<file path="src/sense_seq_defines.svh">
`ifndef SENSE_SEQ_DEFINES_SVH
`define SENSE_SEQ_DEFINES_SVH
// Functional notes
// - Results are 10-bit converter values
// - Automatic sequence covers at most 11 channels
// - Firmware may request one single-channel conversion
// - Sequence uses channels 0..10 only
// - Voltage channels divided, current channels undivided
// - Completed results held for firmware reads
// - Conversion takes 12 clocks after sampling
// - Single completion pulses interrupt two clocks
// - Round robin overwrites earlier channel result
// - One-time sequence stops, then interrupts
`define ADDR_CTRL 4'h0
`define ADDR_STATUS 4'h1
`define ADDR_SINGLE 4'h2
`define ADDR_EN_TIME 4'h3
`define ADDR_SAMPLE_TIME 4'h4
`define ADDR_RESULT_BASE 4'h5
`define CTRL_MODE_LSB 0
`define CTRL_CONT_BIT 2
`define CTRL_ENABLE_BIT 3
`define CTRL_START_BIT 4
`define RESET_EN_TIME 8'h04
`define RESET_SAMPLE_TIME 8'h04
`define CONVERT_CYCLES 5'd12
`define IRQ_CYCLES 2'd2
`define SEQ_LAST_CHANNEL 5'd10
`define DIV5_CHANNEL_PIN1 5'd8
`define DIV5_CHANNEL_PIN2 5'd10
`define DIV2_CHANNEL_PIN1 5'd12
`define DIV2_CHANNEL_PIN2 5'd13
`endif

</file>
<file path="src/sense_seq_pkg.sv">
package sense_seq_pkg;
  typedef enum logic [1:0] {
    MODE_SINGLE = 2'h0,
    MODE_ROUND_ROBIN = 2'h1,
    MODE_ONE_TIME = 2'h2
  } mode_type;
  typedef enum logic [5:0] {
    ST_IDLE = 6'h01,
    ST_ENABLE = 6'h02,
    ST_SAMPLE = 6'h04,
    ST_CONVERT = 6'h08,
    ST_IRQ = 6'h10,
    ST_STORE = 6'h20
  } state_type;
  typedef struct packed {
    logic [3:0] addr;
    logic [15:0] wdata;
    logic wr;
    logic rd;
  } reg_req_type;
  typedef struct packed {
    logic [4:0] channel;
    logic sample;
    logic convert;
  } adc_ctl_type;
endpackage : sense_seq_pkg

</file>
<file path="src/sar_adc_sense_sequencer.sv">
// The register addresses and strobed register access were decided locally.
`include "sense_seq_defines.svh"
module sar_adc_sense_sequencer #(
  parameter int RESULT_WIDTH = 10,
  parameter int SEQ_CHANNELS = 11
) (
  // Clock and reset
  input wire logic ref_clk_i,
  input wire logic rst_i,
  // Register port
  input wire sense_seq_pkg::reg_req_type reg_req_i,
  output logic [15:0] reg_rdata_o,
  // Analog converter side
  output sense_seq_pkg::adc_ctl_type adc_ctl_o,
  input wire logic [RESULT_WIDTH-1:0] adc_result_i,
  // Core notification
  output logic done_irq_o
);
  import sense_seq_pkg::*;

  // Result packing and the sequence decode only serve these ranges
  if (RESULT_WIDTH != 10 || SEQ_CHANNELS < 1 || SEQ_CHANNELS > 11) begin : g_param_check
    $error("Unsupported sense sequencer parameters");
  end

  // Configuration and sequencer state
  mode_type mode;
  state_type state;
  logic cont;
  logic enable;
  logic [4:0] single_channel;
  logic [4:0] channel;
  // Programmable phase lengths and the shared down-counter
  logic [7:0] en_time;
  logic [7:0] sample_time;
  logic [7:0] count;
  // Result storage
  logic [RESULT_WIDTH-1:0] single_result;
  logic [RESULT_WIDTH-1:0] seq_result [SEQ_CHANNELS];
  // Internal strobes and status
  logic start;
  logic busy;
  logic last_seq;

  // Control writes; start is a one-cycle request
  always_ff @(posedge ref_clk_i) begin
    if (rst_i) begin
      mode <= MODE_SINGLE;
      cont <= 1'b0;
      enable <= 1'b0;
      single_channel <= 5'h00;
      en_time <= `RESET_EN_TIME;
      sample_time <= `RESET_SAMPLE_TIME;
      start <= 1'b0;
    end else begin
      start <= 1'b0;
      if (reg_req_i.wr && reg_req_i.addr == `ADDR_CTRL) begin
        // Mode 3 is reserved and falls back to single
        if (reg_req_i.wdata[`CTRL_MODE_LSB+:2] == 2'h3) begin
          mode <= MODE_SINGLE;
        end else begin
          mode <= mode_type'(reg_req_i.wdata[`CTRL_MODE_LSB+:2]);
        end
        cont <= reg_req_i.wdata[`CTRL_CONT_BIT];
        enable <= reg_req_i.wdata[`CTRL_ENABLE_BIT];
        start <= reg_req_i.wdata[`CTRL_START_BIT];
      end else if (reg_req_i.wr && reg_req_i.addr == `ADDR_SINGLE) begin
        single_channel <= reg_req_i.wdata[4:0];
      end else if (reg_req_i.wr && reg_req_i.addr == `ADDR_EN_TIME) begin
        en_time <= reg_req_i.wdata[7:0];
      end else if (reg_req_i.wr && reg_req_i.addr == `ADDR_SAMPLE_TIME) begin
        sample_time <= reg_req_i.wdata[7:0];
      end
    end
  end

  // Busy covers every phase, so a start while running is dropped
  assign busy = (state != ST_IDLE);
  // Sequence end: the smaller of the parameter and the fixed ceiling wins
  assign last_seq = (channel >= 5'(SEQ_CHANNELS - 1)) || (channel >= `SEQ_LAST_CHANNEL);

  // Conversion sequencer; the analog dividers scale only the voltage inputs in front of the mux
  always_ff @(posedge ref_clk_i) begin
    if (rst_i) begin
      state <= ST_IDLE;
      channel <= 5'h00;
      count <= 8'h00;
    end else if (!enable) begin
      state <= ST_IDLE; // Disable aborts and forces the enable time again
      count <= 8'h00;
    end else begin
      case (state)
        ST_IDLE: begin
          // Only idle looks at start, which is how a busy start is refused
          if (start) begin
            channel <= (mode == MODE_SINGLE) ? single_channel : 5'h00;
            count <= en_time;
            state <= ST_ENABLE;
          end
        end
        ST_ENABLE: begin
          // Settling time after the converter is switched on
          if (count == 8'h00) begin
            count <= sample_time;
            state <= ST_SAMPLE;
          end else begin
            count <= count - 8'h01;
          end
        end
        ST_SAMPLE: begin
          // Sample window; the mux select is already stable here
          if (count == 8'h00) begin
            count <= {3'h0, `CONVERT_CYCLES} - 8'h01;
            state <= ST_CONVERT;
          end else begin
            count <= count - 8'h01;
          end
        end
        ST_CONVERT: begin
          // Fixed conversion time; the result is taken on its last cycle
          if (count == 8'h00) begin
            count <= {6'h00, `IRQ_CYCLES} - 8'h01;
            state <= (mode == MODE_SINGLE) ? ST_IRQ : ST_STORE;
          end else begin
            count <= count - 8'h01;
          end
        end
        ST_IRQ: begin
          if (count == 8'h00) begin
            count <= sample_time;
            // Repeat mode reuses the enabled converter, so no enable time
            // One-time mode ignores the repeat bit and stops after one lap; round robin never reaches here
            state <= (cont && mode == MODE_SINGLE) ? ST_SAMPLE : ST_IDLE;
          end else begin
            count <= count - 8'h01;
          end
        end
        ST_STORE: begin
          // One cycle between channels while the mux moves on
          count <= sample_time;
          if (!last_seq) begin
            channel <= channel + 5'h01;
            state <= ST_SAMPLE;
          end else if (mode == MODE_ROUND_ROBIN) begin
            channel <= 5'h00;
            state <= ST_SAMPLE;
          end else begin
            count <= {6'h00, `IRQ_CYCLES} - 8'h01;
            state <= ST_IRQ;
          end
        end
        default: begin
          state <= ST_IDLE;
        end
      endcase
    end
  end

  // Single result held until the next single conversion
  always_ff @(posedge ref_clk_i) begin
    if (rst_i) begin
      single_result <= '0;
    end else if (state == ST_CONVERT && count == 8'h00 && mode == MODE_SINGLE) begin
      single_result <= adc_result_i;
    end
  end

  // One register per sequenced channel
  // Only the channel being converted is written; the others hold
  for (genvar i = 0; i < SEQ_CHANNELS; i++) begin : g_result
    always_ff @(posedge ref_clk_i) begin
      if (rst_i) begin
        seq_result[i] <= '0;
      end else if (state == ST_CONVERT && count == 8'h00 && mode != MODE_SINGLE &&
                   channel == 5'(i)) begin
        seq_result[i] <= adc_result_i;
      end
    end
  end

  // Read data, one cycle after the strobe; unmapped reads return zero
  // Reads have no side effects, so firmware may poll at any time
  always_ff @(posedge ref_clk_i) begin
    if (rst_i) begin
      reg_rdata_o <= 16'h0000;
    end else if (reg_req_i.rd) begin
      if (reg_req_i.addr == `ADDR_CTRL) begin
        reg_rdata_o <= {12'h000, enable, cont, mode};
      end else if (reg_req_i.addr == `ADDR_STATUS) begin
        reg_rdata_o <= {10'h000, busy, channel};
      end else if (reg_req_i.addr == `ADDR_SINGLE) begin
        reg_rdata_o <= {1'b0, single_channel, single_result};
      end else if (reg_req_i.addr == `ADDR_EN_TIME) begin
        reg_rdata_o <= {8'h00, en_time};
      end else if (reg_req_i.addr == `ADDR_SAMPLE_TIME) begin
        reg_rdata_o <= {8'h00, sample_time};
      end else if (reg_req_i.addr >= `ADDR_RESULT_BASE &&
                   5'(reg_req_i.addr) < 5'(`ADDR_RESULT_BASE) + 5'(SEQ_CHANNELS)) begin
        reg_rdata_o <= {6'h00, seq_result[reg_req_i.addr - `ADDR_RESULT_BASE]};
      end else begin
        reg_rdata_o <= 16'h0000;
      end
    end
  end

  // Converter controls; the channel is held from enable through conversion
  always_comb begin
    adc_ctl_o.channel = channel;
    adc_ctl_o.sample = (state == ST_SAMPLE);
    adc_ctl_o.convert = (state == ST_CONVERT);
  end

  // Interrupt pulse after single completion or one-time sequence end
  always_ff @(posedge ref_clk_i) begin
    if (rst_i) begin
      done_irq_o <= 1'b0;
    end else begin
      // Clearing enable cuts the pulse short along with the sequence
      done_irq_o <= (state == ST_IRQ) && enable;
    end
  end
endmodule : sar_adc_sense_sequencer

</file>
<file path="config.mk">
export PLATFORM = sky130hd
export DESIGN_NAME = sar_adc_sense_sequencer
export DESIGN_NICKNAME = d
export VERILOG_FILES = /design/src/sense_seq_pkg.sv /design/src/sar_adc_sense_sequencer.sv
export VERILOG_INCLUDE_DIRS = /design/src
export SDC_FILE = /design/constraint.sdc
export NUM_CORES = 1
export LEC_CHECK = 0
export BUFFER_PORTS_ARGS = -buffer_cell sky130_fd_sc_hd__buf_2
export CAP_MARGIN = 20
export CORE_MARGIN = 2
export CORE_UTILIZATION = 50
export CTS_BUF_LIST = sky130_fd_sc_hd__clkbuf_2 sky130_fd_sc_hd__clkbuf_4 sky130_fd_sc_hd__clkbuf_8
export DETAILED_ROUTE_END_ITERATION = 10
export PLACE_DENSITY = 0.72
export SLEW_MARGIN = 40
export SYNTH_ARGS = -nofsm -noshare
export SYNTH_HDL_FRONTEND = slang
export SYNTH_SLANG_ARGS = --single-unit
</file>
<file path="constraint.sdc">
create_clock -name ref_clk_i -period 3.98 [get_ports ref_clk_i]
set_clock_uncertainty 0.05 [all_clocks]
set_input_delay 0.796 -clock ref_clk_i [delete_from_list [all_inputs] [get_ports ref_clk_i]]
set_output_delay 0.796 -clock ref_clk_i [all_outputs]
set_load 0.03 [all_outputs]
</file>
**Yosys cells after proc, flatten, opt, wreduce, memory -nomap -nowiden**

Memories as Yosys holds them, arrays and structs flattened.
Cells that the tools add are included.

- Multiply operators: 0
- Bitwise gates (word level): 15
- Muxes and demuxes: 75
- $add $sub $neg: 3
- Divide/modulo/power cells: 0
- Eq/ne operators: 29
- Shift-type cells: 0
- Reduce and logical (&&, ||, !) cells: 36
- Order comparisons: 2

Operator list:

| operator | number |
|---|---|
| two-way mux 10 bit | 14 |
| two-way mux 8 bit | 6 |
| two-way mux 15 bit | 3 |
| case mux 8 bit (5 select lines) | 1 |
| two-way mux 6 bit | 6 |
| case mux 6 bit (6 select lines) | 1 |
| two-way mux 1 bit | 35 |
| two-way mux 5 bit | 6 |
| == test 5 x 3 -> 1 bit, second input constant | 4 |
| logical AND 1 bit | 20 |
| == test 5 x 4 -> 1 bit, second input constant | 3 |
| OR 1 bit | 11 |
| == test 5 x 2 -> 1 bit, second input constant | 2 |
| case mux 5 bit (2 select lines) | 1 |
| == test 4 x 2 -> 1 bit, second input constant | 2 |
| logical NOT 8 bit | 1 |
| AND reduction 4 bit | 2 |
| subtractor 8 x 1 -> 8 bit, second input constant | 1 |
| == test 6 x 1 -> 1 bit, second input constant | 1 |
| == test 6 x 2 -> 1 bit, second input constant | 1 |
| == test 6 x 3 -> 1 bit, second input constant | 1 |
| == test 6 x 4 -> 1 bit, second input constant | 1 |
| == test 6 x 5 -> 1 bit, second input constant | 1 |
| == test 6 bit, second input constant | 1 |
| 25 further kinds | 35 |

- Memories kept: 1
- Logic and storage cells: 174
- Flip-flop bits (word level): 72
- Memory bits (writable): 110
- Input bits: 34
- Latch bits: 0
- ROM bits: 0

Memories:

| memory | depth | width | read ports | clocked after memory_dff | wr ports | line | RTL |
|---|---|---|---|---|---|---|---|
| seq_result | 11 | 10 | 1 | 0 | 11 | sar_adc_sense_sequencer.sv:39 | `logic [RESULT_WIDTH-1:0] seq_result [SEQ_CHANNELS];` |

**Logic depth before layout (Yosys ltp)**

- Depth after elaboration: 8
- Gate-level depth with buffers: 11

**Worst setup path before layout**

No wires, ideal clock.

- Kind: input to register
- Start: in reg_req_i[18] in the netlist's numbering
- End: reg reg_rdata_o[6]
- Data arrival time: 4020 ps
- Slack: -207 ps
- Data required time: 3813 ps
- Setup time: 117 ps
- Stages: 9
- Cell sequence: buf_1 > clkbuf_1 > inv_1 > ha_1 > xnor2_1 > mux4_2 > mux2i_1 > o221ai_1 > a22o_1

- Longest elaborated chain between the ends: 8

RTL lines:

| element | line | RTL |
|---|---|---|
| from (decl) | sar_adc_sense_sequencer.sv:11 | `input wire sense_seq_pkg::reg_req_type reg_req_i,` |
| subtractor 4 x 3 -> 4 bit (no source line) | -- |  |
| memory (11 x 10 bit) | -- |  |
| two-way mux 10 bit | sar_adc_sense_sequencer.sv:197 | `` end else if (reg_req_i.addr >= `ADDR_RESULT_BASE && `` |
| two-way mux 10 bit | sar_adc_sense_sequencer.sv:195 | `` end else if (reg_req_i.addr == `ADDR_SAMPLE_TIME) begin `` |
| two-way mux 10 bit | sar_adc_sense_sequencer.sv:193 | `` end else if (reg_req_i.addr == `ADDR_EN_TIME) begin `` |
| two-way mux 15 bit | sar_adc_sense_sequencer.sv:191 | `` end else if (reg_req_i.addr == `ADDR_SINGLE) begin `` |
| two-way mux 15 bit | sar_adc_sense_sequencer.sv:189 | `` end else if (reg_req_i.addr == `ADDR_STATUS) begin `` |
| two-way mux 15 bit (*) | sar_adc_sense_sequencer.sv:187 | `` if (reg_req_i.addr == `ADDR_CTRL) begin `` |
| to (signal assigned) | sar_adc_sense_sequencer.sv:188 | `reg_rdata_o <= {12'h000, enable, cont, mode};` |
| to (signal assigned) | sar_adc_sense_sequencer.sv:190 | `reg_rdata_o <= {10'h000, busy, channel};` |
| to (signal assigned) | sar_adc_sense_sequencer.sv:192 | `reg_rdata_o <= {1'b0, single_channel, single_result};` |
| to (decl) | sar_adc_sense_sequencer.sv:12 | `output logic [15:0] reg_rdata_o,` |

Mark *: on every way between the ends. The rest lies on a longest branch, timed or not.
A chain may end at the register's enable or synchronous reset.

==> flow_summary.yaml <==
clock_network:
  cts-root-buf: "sky130_fd_sc_hd__clkbuf_8"
  cts_repair_resize_count: 0
  clock_tree_from_tritoncts: "yes"
  postCtsHoldBufs: 0
  cts_post_setup_buffers_inserted: 0
  worstSkewPairLatency_ns: 0.46
  cts-root-to-sink-buffers: 2
  cts_made_buffers: 17
  clk_pin_slew_worst_paths_ns: 0.10
  htree_num_levels: 4
  clock_sinks: 181
drt:
  drt_pre_antenna_iters: 5
  routed_via_density: 5.97
  vias: 6693
  wl_mm: 23.4
  post-route-drc-count: 0
  ant_nets: 0
  starting_drt_drc_count: 742
  wirelength_per_cell_microns: 20.9
synthesis:
  synthFlopType: "sky130_fd_sc_hd__edfxtp_1"
  ys_top_cells_by_count: "sky130_fd_sc_hd__and2_1 (112), sky130_fd_sc_hd__edfxtp_1 (110), sky130_fd_sc_hd__nand2_1 (72)"
  syn_inst: 861
  netlist_area_sq_mm: 0.00916
  synth.yosys.seq_area_share_pct: 51.6
  synth_top_area_share_pct: 36.1
  synth.most_common_cell: "sky130_fd_sc_hd__and2_1"
  avgSynthCellArea_sq_um: 10.6
  synth_async_sr_flop_share_pct: 0
  synth-seq-cells: 181
  synth_top_area_cell: "sky130_fd_sc_hd__edfxtp_1"
  synth_area_leaders: "sky130_fd_sc_hd__edfxtp_1 (36%), sky130_fd_sc_hd__dfxtp_1 (16%), sky130_fd_sc_hd__and2_1 (7.6%)"
  synth_fp_nets: 905
  synthesis.yosys.warnings: 0
  post_synth_num_cell_types: 72
  synth_edf_count: 110
setup_path:
  critical_path_depth: 6
  crit_path_max_incr_delay_ns: 0.54
  worst_setup_path_endpoint: "seq_result[5][2]$_SDFFCE_PN0P_"
  crit_path_top_delay_cell: "sky130_fd_sc_hd__a21o_1"
  sequence_of_cells_on_the_critical_path: "or4b_1 > or3_4 > clkinv_4 > nand3b_4 > nor3b_1 > a21o_1"
  timing.critical_path.max_delay_family: "simple AND/OR/NAND/NOR gates"
  required_ns: 4.04
  worst-path-max-fanout: 10
  worst-r2r-setup-slack_ns: 0.97
  reg2reg_to: "seq_result[5][2]$_SDFFCE_PN0P_"
  cp-end-kind: "flop"
  critical_path.startpoint_type: "flop"
  crit_buf_inv: 1
  rr_startpoint: "state[3]$_SDFFE_PP0P_"
  cp_data_arrival_time_ns: 3.08
  rr_worst_depth: 6
  setup.worst_path.start: "state[3]$_SDFFE_PP0P_"
  criticalPathCategory: "reg2reg"
cells_and_area:
  layout.nets: 923
  areaGrowthSynthToFinish_pct: 8.45
  final_core_util_pct: 55.3
  final_cell_count_no_fill: 1121
  antenna_cells_inserted: 0
  share_of_final_layout_standard_cells_stronger_than_drive_strength_1_pct: 14.7
  filler_cell_count: 1557
  finalInstanceArea_sq_mm: 0.00994
die:
  start_util_pct: 51.0
  vertical_die_dimension_microns: 139
  core_sq_mm: 0.0180
  die_outline_area_sq_mm: 0.0194
  die_w_microns: 139
  floorplan.io_pins: 58
  fp-row-count: 49
placed_design:
  dp.final_hpwl_mm: 16.0
  place_ws_ns: 0.678
  place_congestion: 0.900
  io_buffers: 48
  postPlaceCellArea_sq_mm: 0.00953
  placed_cells_incl_taps: 1089
power:
  power_density_mw_per_mm2: 371
  p_int_mw: 2.69
  seq_power_share_pct: 56.0
  clock_power_share_pct: 34.3
  p_sw_share_pct: 27.0
  ir_worst_vdd_v: 0.000213
  comb_power_share_pct: 9.7
  final_total_power_mw: 3.69
  power_switching_mw: 0.996
  cellLeakagePower_nw: 3.69
worst_hold_path:
  hp-class: "reg2reg"
timing:
  hold_slack_ns: 0.406
  final.setup.tns_ns: 0
  worst_pin_slew_ns: 0.780
  clock.fmax_mhz: 332
  hold_violations: 0
  finalWorstSetupSlack_ns: 0.967
  final_min_period_over_clock_period_pct: 75.7
  finalMaxSlewViolations: 0
  post-route-min-period_ns: 3.01
  slew-limit-headroom_pct: 47.6
  finalSetupViolations: 0
  rsz0062_at_grt: "false"
run:
  maxCapViolCount: 0
global_route:
  grt_overflow: 0
  grt.total_usage_pct: 24.5
  grt_start_max_net_pins: 34
  first_global_vias: 6379
  grt_antenna_before_repair: 0
  grt_pass1_wl_mm: 36.3
outcome:
  outcome: "finished, final reports clean"
[worst min-delay path: stages, from the launching register on]
cell,delay [ns]
sky130_fd_sc_hd__dfxtp_1,0.32
sky130_fd_sc_hd__nand2_1,0.05
sky130_fd_sc_hd__a21oi_1,0.05
[layout make-up]
cell class / instances / area (sq um) / area share (%)
Clock buffer: 17 / 234 / 2.35
Clock inverter: 15 / 158 / 1.59
Inverter: 17 / 68.8 / 0.693
Multi-Input combinational cell: 607 / 4160 / 41.9
Sequential cell: 181 / 4720 / 47.5
Tap cell: 229 / 287 / 2.88
Timing Repair Buffer: 55 / 305 / 3.07
[state kept, by name, summed over array words and instances, names as in the netlist]
register        count
done_irq_o          1
mode                2
reg_rdata_o        15
channel             5
single_channel      5
enable              1
start               1
single_result      10
count               8
state               6
sample_time         8
cont                1
en_time             8
seq_result        110
[cell usage in the layout, fill, tap and decap left out, drive strengths merged, types with 8 or more instances in the layout]
master / n
and2: 112
edfxtp: 110
nor2: 74
nand2: 72
dfxtp: 71
a21oi: 56
buf: 55
mux2i: 32
o21ai: 30
inv: 24
nor2b: 20
mux4: 20
nor3: 20
clkbuf: 17
nand2b: 12
a31oi: 10
a21o: 10
ha: 10
nor4: 9
o22ai: 8
o221ai: 8
nand3b: 8
[power groups by stage]
stage | Combinational, mW | Sequential [mW] | Clock [mW]
floorplan | 0.224 | 2.12 | 0
global placement | 0.350 | 2.11 | 0
detailed placement | 0.352 | 2.11 | 0
CTS | 0.353 | 2.07 | 1.28
global route | 0.383 | 2.07 | 1.35
finish | 0.357 | 2.07 | 1.27
[worst min path at each step]
stage,end,startpoint,depth (start not counted)
floorplan,single_result[4]$_SDFFE_PP0P_,single_result[4]$_SDFFE_PP0P_,2
global placement,single_result[4]$_SDFFE_PP0P_,single_result[4]$_SDFFE_PP0P_,2
detailed placement,single_result[2]$_SDFFE_PP0P_,single_result[2]$_SDFFE_PP0P_,2
CTS,single_result[2]$_SDFFE_PP0P_,single_result[2]$_SDFFE_PP0P_,2
global route,single_result[5]$_SDFFE_PP0P_,single_result[5]$_SDFFE_PP0P_,2
finish,single_result[0]$_SDFFE_PP0P_,single_result[0]$_SDFFE_PP0P_,2
[routing by layer]
metal | track usage [%] | part of all wire [%]
met1 | 35.2 | 43
met2 | 38.4 | 47
met3 | 4.85 | 8.2
met4 | 6.22 | 1.7
met5 | 0 | 0
[kinds of logic after synthesis]
logic type	Yosys count	synth area share, %
other	1	0.0409
AOI/OAI and AO/OA	170	11.9
muxes	53	8.58
buffers and inverters	73	3.24
xor gates and xnor gates	8	0.765
and+or+nand+nor	365	22.5
DFF	181	51.6
adders and majority gates	10	1.37
(Power assumes the default switching activity.)
